[src/cpt_cfg.svh]
// Constants for the content-protection transmitter control register.
// Assumes inclusion by the control module only.
`ifndef CPT_CFG_SVH
`define CPT_CFG_SVH
`define CPT_CTL_ADDR 8'hC3
`define CPT_CTL_RESET 8'h00
`define CPT_BIT_ENGINE_RST 7
`define CPT_BIT_RSVD 6
`define CPT_BIT_LIST_OK 5
`define CPT_BIT_KEY_OK 4
`define CPT_BIT_ENC_OFF 3
`define CPT_BIT_ENC_ON 2
`define CPT_BIT_AUTH_OFF 1
`define CPT_BIT_AUTH_EN 0
`endif

[src/cpt_pkg.sv]
// Types for the content-protection transmitter control register.
// Assumes no surroundings beyond the constants header.
package cpt_pkg;
  typedef enum logic [1:0] {
    CPT_POL_AUTHED = 2'b00,
    CPT_POL_REG = 2'b01,
    CPT_POL_ALWAYS = 2'b10,
    CPT_POL_PER_FRAME = 2'b11
  } cpt_policy_t;
  typedef enum logic [1:0] {
    CPT_VID_PLAIN = 2'b00,
    CPT_VID_ENCRYPT = 2'b01,
    CPT_VID_BLUE = 2'b10
  } cpt_video_t;
  typedef struct packed {
    logic wr;
    logic rd;
    logic [7:0] addr;
    logic [7:0] wdata;
  } cpt_reg_req_t;
  typedef struct packed {
    logic engine_reset;
    logic auth_start;
    logic auth_stop;
    logic key_approved;
    logic list_approved;
  } cpt_engine_cmd_t;
endpackage

[src/cpt_ctl.sv]
// Control register of the content-protection transmitter and its effects.
// Assumes a register-access decoder on the same clock presenting requests.
`timescale 1ns/1ns
`default_nettype none
`include "cpt_cfg.svh"
module cpt_ctl (
  // Clock, reset and enable.
  input wire logic i_clk_sys,
  input wire logic i_sys_rst,
  input wire logic i_ce,
  // Register access.
  input wire cpt_pkg::cpt_reg_req_t i_req,
  output logic [7:0] o_rdata,
  output logic o_rvalid,
  // Engine status and policy.
  input wire cpt_pkg::cpt_policy_t i_policy,
  input wire logic i_key_stored,
  input wire logic i_auth_fail,
  input wire logic i_authed,
  input wire logic i_list_done,
  input wire logic i_frame_encrypt,
  // Engine commands and video selection.
  output cpt_pkg::cpt_engine_cmd_t o_cmd,
  output logic o_receiver_key_ready_flag,
  output cpt_pkg::cpt_video_t o_video_mode
);
  logic wr_hit;
  logic rd_hit;
  logic auth_enabled_reg;
  logic encrypt_on_reg;
  logic key_approved_reg;
  logic list_approved_reg;
  logic plain_hold_reg;
  logic enc_eff;
  logic [7:0] ctl_view;
  assign wr_hit = i_req.wr && (i_req.addr == `CPT_CTL_ADDR);
  assign rd_hit = i_req.rd && (i_req.addr == `CPT_CTL_ADDR);
  assign enc_eff = (i_policy == cpt_pkg::CPT_POL_ALWAYS) ? 1'b1 :
                   (i_policy == cpt_pkg::CPT_POL_PER_FRAME) ?
                   i_frame_encrypt :
                   (i_policy == cpt_pkg::CPT_POL_AUTHED) ? 1'b1 :
                   encrypt_on_reg;
  assign ctl_view = {1'b0, 1'b0, list_approved_reg,
                     key_approved_reg, 1'b0,
                     (i_policy == cpt_pkg::CPT_POL_ALWAYS) ? 1'b1 :
                     encrypt_on_reg,
                     1'b0, auth_enabled_reg};

  // Authentication enable: set, restart, stop, engine reset.
  always_ff @(posedge i_clk_sys) begin
    if (i_sys_rst) begin
      auth_enabled_reg <= 1'b0;
    end else if (i_ce) begin
      if (wr_hit && i_req.wdata[`CPT_BIT_ENGINE_RST]) begin
        auth_enabled_reg <= 1'b0;
      end else if (wr_hit && i_req.wdata[`CPT_BIT_AUTH_OFF]) begin
        auth_enabled_reg <= 1'b0;
      end else if (wr_hit && i_req.wdata[`CPT_BIT_AUTH_EN]) begin
        auth_enabled_reg <= 1'b1;
      end
    end
  end

  // Encryption enable bit, writable unless the policy is CPT_POL_ALWAYS.
  always_ff @(posedge i_clk_sys) begin
    if (i_sys_rst) begin
      encrypt_on_reg <= 1'b0;
    end else if (i_ce) begin
      if (wr_hit && i_policy != cpt_pkg::CPT_POL_ALWAYS) begin
        encrypt_on_reg <= i_req.wdata[`CPT_BIT_ENC_ON];
      end
    end
  end

  // Receiver key approval: set by write of one, cleared by flag or reset.
  always_ff @(posedge i_clk_sys) begin
    if (i_sys_rst) begin
      key_approved_reg <= 1'b0;
    end else if (i_ce) begin
      if (wr_hit && i_req.wdata[`CPT_BIT_ENGINE_RST]) begin
        key_approved_reg <= 1'b0;
      end else if (wr_hit && i_req.wdata[`CPT_BIT_KEY_OK]) begin
        key_approved_reg <= 1'b1;
      end else if (i_key_stored) begin
        key_approved_reg <= 1'b0;
      end
    end
  end

  // Downstream list approval holds until the sequence completes, authentication fails or an engine reset is written.
  always_ff @(posedge i_clk_sys) begin
    if (i_sys_rst) begin
      list_approved_reg <= 1'b0;
    end else if (i_ce) begin
      if (wr_hit && i_req.wdata[`CPT_BIT_LIST_OK]) begin
        list_approved_reg <= 1'b1;
      end else if (i_list_done || i_auth_fail ||
                   (wr_hit && i_req.wdata[`CPT_BIT_ENGINE_RST])) begin
        list_approved_reg <= 1'b0;
      end
    end
  end

  // Key ready flag: the set wins over a simultaneous clear.
  always_ff @(posedge i_clk_sys) begin
    if (i_sys_rst) begin
      o_receiver_key_ready_flag <= 1'b0;
    end else if (i_ce) begin
      if (i_key_stored) begin
        o_receiver_key_ready_flag <= 1'b1;
      end else if (i_auth_fail || (wr_hit && i_req.wdata[`CPT_BIT_KEY_OK]) ||
                   (wr_hit && i_req.wdata[`CPT_BIT_ENGINE_RST])) begin
        o_receiver_key_ready_flag <= 1'b0;
      end
    end
  end

  // Plain-video hold from a one on bit 3 until encryption is re-enabled.
  always_ff @(posedge i_clk_sys) begin
    if (i_sys_rst) begin
      plain_hold_reg <= 1'b0;
    end else if (i_ce) begin
      if (wr_hit && i_req.wdata[`CPT_BIT_ENC_OFF]) begin
        plain_hold_reg <= 1'b1;
      end else if (wr_hit && i_req.wdata[`CPT_BIT_ENC_ON]) begin
        plain_hold_reg <= 1'b0;
      end
    end
  end

  // Engine command pulses, one cycle each.
  always_ff @(posedge i_clk_sys) begin
    if (i_sys_rst) begin
      o_cmd <= '0;
    end else if (i_ce) begin
      o_cmd.engine_reset <= wr_hit &&
                            i_req.wdata[`CPT_BIT_ENGINE_RST];
      o_cmd.auth_stop <= wr_hit && (i_req.wdata[`CPT_BIT_AUTH_OFF] ||
                         i_req.wdata[`CPT_BIT_ENGINE_RST]);
      o_cmd.auth_start <= wr_hit && i_req.wdata[`CPT_BIT_AUTH_EN] &&
                          !i_req.wdata[`CPT_BIT_AUTH_OFF] &&
                          !i_req.wdata[`CPT_BIT_ENGINE_RST];
      o_cmd.key_approved <= wr_hit && i_req.wdata[`CPT_BIT_KEY_OK];
      o_cmd.list_approved <= wr_hit && i_req.wdata[`CPT_BIT_LIST_OK];
    end
  end

  // Video path selection.
  always_ff @(posedge i_clk_sys) begin
    if (i_sys_rst) begin
      o_video_mode <= cpt_pkg::CPT_VID_PLAIN;
    end else if (i_ce) begin
      if (!enc_eff || plain_hold_reg) begin
        o_video_mode <= cpt_pkg::CPT_VID_PLAIN;
      end else if (i_authed) begin
        o_video_mode <= cpt_pkg::CPT_VID_ENCRYPT;
      end else begin
        o_video_mode <= cpt_pkg::CPT_VID_BLUE;
      end
    end
  end

  // Read data, one cycle after the request.
  always_ff @(posedge i_clk_sys) begin
    if (i_sys_rst) begin
      o_rdata <= `CPT_CTL_RESET;
      o_rvalid <= 1'b0;
    end else if (i_ce) begin
      o_rvalid <= i_req.rd;
      o_rdata <= rd_hit ? ctl_view : 8'h00;
    end
  end

  property p_reset_stops;
    @(posedge i_clk_sys) disable iff (i_sys_rst)
      (i_ce && wr_hit && i_req.wdata[`CPT_BIT_ENGINE_RST]) |=>
      (!auth_enabled_reg && o_cmd.engine_reset && o_cmd.auth_stop);
  endproperty
  a_reset_stops: assert property (p_reset_stops)
    else $error("Engine reset did not stop authentication.");

  property p_start;
    @(posedge i_clk_sys) disable iff (i_sys_rst)
      (i_ce && wr_hit && i_req.wdata[1:0] == 2'b01 &&
       !i_req.wdata[`CPT_BIT_ENGINE_RST]) |=>
      (auth_enabled_reg && o_cmd.auth_start);
  endproperty
  a_start: assert property (p_start)
    else $error("Start write did not enable authentication.");

  property p_stop;
    @(posedge i_clk_sys) disable iff (i_sys_rst)
      (i_ce && wr_hit && i_req.wdata[`CPT_BIT_AUTH_OFF]) |=> !auth_enabled_reg;
  endproperty
  a_stop: assert property (p_stop)
    else $error("Stop write left authentication enabled.");

  property p_forced_read;
    @(posedge i_clk_sys) disable iff (i_sys_rst)
      (i_ce && rd_hit && i_policy == cpt_pkg::CPT_POL_ALWAYS) |=>
      o_rdata[`CPT_BIT_ENC_ON];
  endproperty
  a_forced_read: assert property (p_forced_read)
    else $error("Forced encryption bit did not read one.");

  property p_rsvd;
    @(posedge i_clk_sys) disable iff (i_sys_rst)
      o_rvalid |-> (o_rdata[`CPT_BIT_RSVD] == 1'b0 && o_rdata[7] == 1'b0);
  endproperty
  a_rsvd: assert property (p_rsvd)
    else $error("Reserved or self-clearing bit read nonzero.");

  property p_flag_set;
    @(posedge i_clk_sys) disable iff (i_sys_rst)
      (i_ce && i_key_stored) |=> o_receiver_key_ready_flag;
  endproperty
  a_flag_set: assert property (p_flag_set)
    else $error("Key ready flag missed its set.");

  property p_key_clear;
    @(posedge i_clk_sys) disable iff (i_sys_rst)
      (i_ce && i_key_stored && !(wr_hit && |i_req.wdata[7:4])) |=>
      !key_approved_reg;
  endproperty
  a_key_clear: assert property (p_key_clear)
    else $error("Key approval not cleared by key ready.");

  property p_plain;
    @(posedge i_clk_sys) disable iff (i_sys_rst)
      (i_ce && (!enc_eff || plain_hold_reg)) |=>
      o_video_mode == cpt_pkg::CPT_VID_PLAIN;
  endproperty
  a_plain: assert property (p_plain)
    else $error("Video not plain with encryption off.");

  property p_blue;
    @(posedge i_clk_sys) disable iff (i_sys_rst)
      (i_ce && enc_eff && !plain_hold_reg && !i_authed) |=>
      o_video_mode == cpt_pkg::CPT_VID_BLUE;
  endproperty
  a_blue: assert property (p_blue)
    else $error("Unauthenticated encrypted video not blue.");
endmodule
`default_nettype wire

[config.mk]
export PLATFORM = sky130hd
export DESIGN_NAME = cpt_ctl
export DESIGN_NICKNAME = d
export VERILOG_FILES = /design/src/cpt_pkg.sv /design/src/cpt_ctl.sv
export VERILOG_INCLUDE_DIRS = /design/src
export SDC_FILE = /design/constraint.sdc
export NUM_CORES = 1
export LEC_CHECK = 0
export CORE_MARGIN = 4
export CORE_UTILIZATION = 30
export CTS_BUF_LIST = sky130_fd_sc_hd__clkbuf_4 sky130_fd_sc_hd__clkbuf_8 sky130_fd_sc_hd__clkbuf_16
export DETAILED_ROUTE_END_ITERATION = 10
export DONT_BUFFER_PORTS = 1
export PLACE_DENSITY = 0.41
export SYNTH_ARGS = -nofsm -noshare
export SYNTH_HDL_FRONTEND = slang
export SYNTH_SLANG_ARGS = --single-unit
[constraint.sdc]
create_clock -name i_clk_sys -period 1.9 [get_ports i_clk_sys]
set_input_delay 0.19 -clock i_clk_sys [delete_from_list [all_inputs] [get_ports i_clk_sys]]
set_output_delay 0.19 -clock i_clk_sys [all_outputs]
set_load 0.1 [all_outputs]
Word-level counts from Yosys, hierarchy flattened. Cells that the tools add are included.

Bitwise logic cells: 0. Equal/unequal tests: 4. Muxes and demuxes: 19. $mul: 0. Add/subtract/negate cells: 0. $lt $le $gt $ge: 0. Div/mod/pow operators: 0. Reduce and logical (&&, ||, !) cells: 34. Shift operators: 0.

Operators by type and width (number): 2-to-1 mux 1 bit (16); logical AND 1 bit (13); AND reduction 2 bit (6); == test 8 bit (second input constant) (1); logical OR 1 bit (6); 2-to-1 mux 6 bit (1); nonzero test 2 bit (3); nonzero test 3 bit (2); == test 2 bit (second input constant) (2); 2-to-1 mux 2 bit (2); zero test 1 bit (3); zero test 2 bit (1); != test 2 bit (second input constant) (1).

Input port bits: 28. Logic and storage cells: 71. Bits in registers: 22. Bits in latches: 0. Output and inout port bits: 17. Memory bits (writable): 0. ROM bits: 0. Memories kept: 0.

Logic depth before layout (Yosys ltp).
Depth after elaboration: 7. Gate-level depth with buffers: 4. Gate-level depth less buffers: 3.

Worst setup path before layout. Ideal clock, no wire load.

Path type: register to register. From: register o_receiver_key_ready_flag (netlist name). To: register o_receiver_key_ready_flag. Setup time: 86 ps. Period minus slack after synthesis: 1434 ps. Required time: 1814 ps. Arrival time: 1348 ps. Buffers on the path: 0. Cell stages (with the launch flop): 3. Slack: 466 ps. Cells stage by stage: dfxtp_1 -> nand2_1 -> a221oi_2.

RTL lines: end signal, assigned (RTL line cpt_ctl.sv:107) `o_receiver_key_ready_flag <= 1'b0;`; end signal, assigned (RTL line cpt_ctl.sv:110) `o_receiver_key_ready_flag <= 1'b1;`; end signal, assigned (RTL line cpt_ctl.sv:113) `o_receiver_key_ready_flag <= 1'b0;`; end, declared (RTL line cpt_ctl.sv:24) `output logic o_receiver_key_ready_flag,`.

Final worst setup path.
From: input port i_sys_rst. To: register o_cmd[3] (netlist bit).

RTL lines: start, declared (RTL line cpt_ctl.sv:9) `input wire logic i_sys_rst,`; end, declared (RTL line cpt_ctl.sv:23) `output cpt_pkg::cpt_engine_cmd_t o_cmd,`.

No word-level cell between the ends.

==> flow_metrics.py <==
metrics = {
    "clocking": {
        "cts_tree": "done",
        "worst_skew_pair.late_latency_ps": 300,
        "cts_sinks": 18,
        "path_clk_slew_ps": 110,
        "clock_path_buffers": 2,
        "postCtsResizedCells": 0,
        "clockRootBuffer": "clkbuf_4",
        "cts_buffers": 3,
        "cts_max_level": 1,
    },
    "finish": {
        "regMostFlops": "o_cmd",
        "reg.largest.list": "o_cmd: 5 flops, o_rdata: 4 flops, o_video_mode: 2 flops",
        "final_layout_size_suffix_gt1_share_pct": 26.2,
        "largest_register_ffs": 5,
        "fin_area_sq_um": 1000,
        "diodes": 0,
        "final_util_pct": 36.3,
        "fin_nets": 136,
        "area_growth_pct": 15.3,
    },
    "pwr": {
        "ir_worst_vdd_uv": 540,
        "power.density_nw_per_um2": 745,
        "switching_power_uw": 226,
        "p_leak_uw": 0.000411,
        "pwr-share-seq_pct": 51.3,
        "p_int_uw": 522,
        "power.share.clock_pct": 32.5,
        "swShare_pct": 30.2,
        "power_frac_comb_pct": 16.3,
    },
    "die": {
        "die_w_um": 61.8,
        "num_io_pins": 45,
        "core_sq_um": 2760,
        "start_util_pct": 31.5,
        "die_h_um": 61.8,
        "fp-row-count": 19,
        "die_area_sq_um": 3820,
    },
    "setup_path": {
        "cpPeakStageDelay_ps": 950,
        "slowest_stage": "dlygate4sd3_1",
        "path_class": "in2reg",
        "worst-path-buf-inv": 1,
        "start_kind": "primary input",
        "end_kind": "flip-flop",
        "path_delay_family": "buffers and inverters",
        "cp_cell_sequence": "dlygate4sd3_1, o31ai_1",
        "required_ps": 2070,
        "worstPathArrival_ps": 1310,
        "cp_max_fo": 15,
    },
    "logic_synthesis": {
        "async_flop_share_pct": 0,
        "synth-edff-count": 0,
        "synth.ff_latch_count": 18,
        "ys_seq_area_share_pct": 41.4,
        "synthFlopType": "dfxtp_1",
        "syn_area_per_cell_sq_um": 9.25,
        "netlist_area_sq_um": 870,
        "ys_warn_count": 0,
        "synthDistinctLibCells": 32,
        "syn-instance-count": 94,
    },
    "sta": {
        "fin_skew_ps": 4.33,
        "worst_slack_ps": 760,
        "max_freq_mhz": 877,
        "post-route-min-period_ps": 1140,
        "worst_pin_slew_ps": 648,
        "rsz0062_at_grt": "false",
        "setup_viol": 0,
        "drv_slew": 0,
        "finalCritPeriodShare_pct": 60.0,
        "maxSlewHeadroom_pct": 56.7,
        "setup_tns_ps": 0,
        "hold_viol_final": 0,
        "hold_ws_ps": 27.0,
    },
    "route": {
        "antenna_left": 0,
        "drc": 0,
        "vias_per_cell": 5.19,
        "finalWirelength_um": 2210,
        "drt_pass1_iterations": 4,
        "wl_per_cell_um": 16.0,
        "drt_iter0_drc": 20,
        "dr_total_vias": 716,
    },
    "placed_design": {
        "hpwl_um": 1610,
        "gp_congestion": 0.749,
        "placed_cell_area_sq_um": 946,
        "io_buffer_count": 0,
        "preCtsSetupSlack_ps": 598,
    },
    "global_routing": {
        "grt_max_degree": 16,
        "grt_pass1_vias": 731,
        "grt_usage_pct": 12.5,
        "antenna_found_initial": 0,
        "gr-total-overflow": 0,
        "grt_pass1_wl_um": 3420,
    },
    "run": {
        "cap_violations": 0,
    },
    "min_path": {
        "hold_path_class": "in2reg",
    },
    "status": {
        "status": "complete, no violations",
    },
}
layer usage:
layer / global-route usage, % / vias up / part of all wire [%]
met4: 1.82 / 0 / 0
met2: 22.0 / 23 / 53
met3: 5.58 / 0 / 7.8
li1: - / 358 / -
met5: 0 / - / 0
met1: 14.2 / 335 / 39
logic make-up (layout without fill, tap and decap cells):
kind of cell / count (synthesis) / count (layout) / share of synthesized area [%]
other: 1 / 4 / 0.431
flip-flops: 18 / 18 / 41.4
AND/OR/NAND/NOR: 36 / 36 / 25.5
AO/OA/AOI/OAI: 23 / 23 / 19.9
multiplexers: 2 / 2 / 2.45
buffers and inverters: 14 / 24 / 10.4
cell usage after synthesis, types with 2 or more instances:
| cell | number | share of area (%) |
|---|---|---|
| dfxtp_1 | 18 | 41 |
| nand2_1 | 15 | 6.5 |
| a21oi_1 | 11 | 6.3 |
| nand4_1 | 6 | 4.3 |
| buf_4 | 5 | 4.3 |
| inv_1 | 5 | 2.2 |
| a221oi_2 | 3 | 5.2 |
| and3_1 | 2 | 1.4 |
| and4bb_1 | 2 | 2.9 |
| clkbuf_1 | 2 | 0.86 |
| nand4_2 | 2 | 2.9 |
| o2111ai_1 | 2 | 2.0 |
| o21ai_0 | 2 | 1.2 |
layout by cell type, fill, tap and decap left out, types with 2 or more instances in the layout:
cell type	netlist	routed
o21ai_0	2	2
inv_1	5	5
nand4_1	6	6
nand4_2	2	2
dlygate4sd3_1	0	2
buf_4	5	13
and3_1	2	2
o2111ai_1	2	2
nand2_1	15	15
conb_1	1	4
a21oi_1	11	11
and4bb_1	2	2
clkbuf_4	0	3
dfxtp_1	18	18
a221oi_2	3	3
power by group through the flow:
stage / logic (uW) / clock network, uW / registers, uW
global route: 128 / 267 / 384
global placement: 114 / 0 / 392
finish: 122 / 242 / 383
detailed placement: 113 / 0 / 392
floorplan: 79.6 / 0 / 425
CTS: 123 / 254 / 383
final timing paths:
| check | endpoint | slack, ps | cells past startpoint | start |
|---|---|---|---|---|
| max | o_cmd[3] | 760 | 2 | i_sys_rst |
| min | o_cmd[0] | 30 | 1 | i_req[5] |
| max reg2reg | o_video_mode[0] | 890 | 3 | encrypt_on_reg |
| min reg2reg | o_cmd[1] | 470 | 2 | o_cmd[1] |
through the flow:
step	power [uW]	std cells
after global routing	779	138
after detailed placement	505	132
after floorplan	504	97
after global placement	506	132
final	747	138
after CTS	760	138
timing repair:
item | 4_1_cts | 5_1_grt
hold buffers | 2 | 0
endpoints found under the setup margin | 0 | 0
hold endpoints to repair | 15 | 0
setup buffers | 0 | 0
area by class of cell:
cell class	count	area (sq um)
multi-input cells	65	430
repair buffers	15	118
flip-flops and latches	18	360
inverters	5	18.8
fillers	298	1760
clock buffers	4	36.3
well taps	31	38.8
Note: power is estimated with default switching activity, not from simulation.
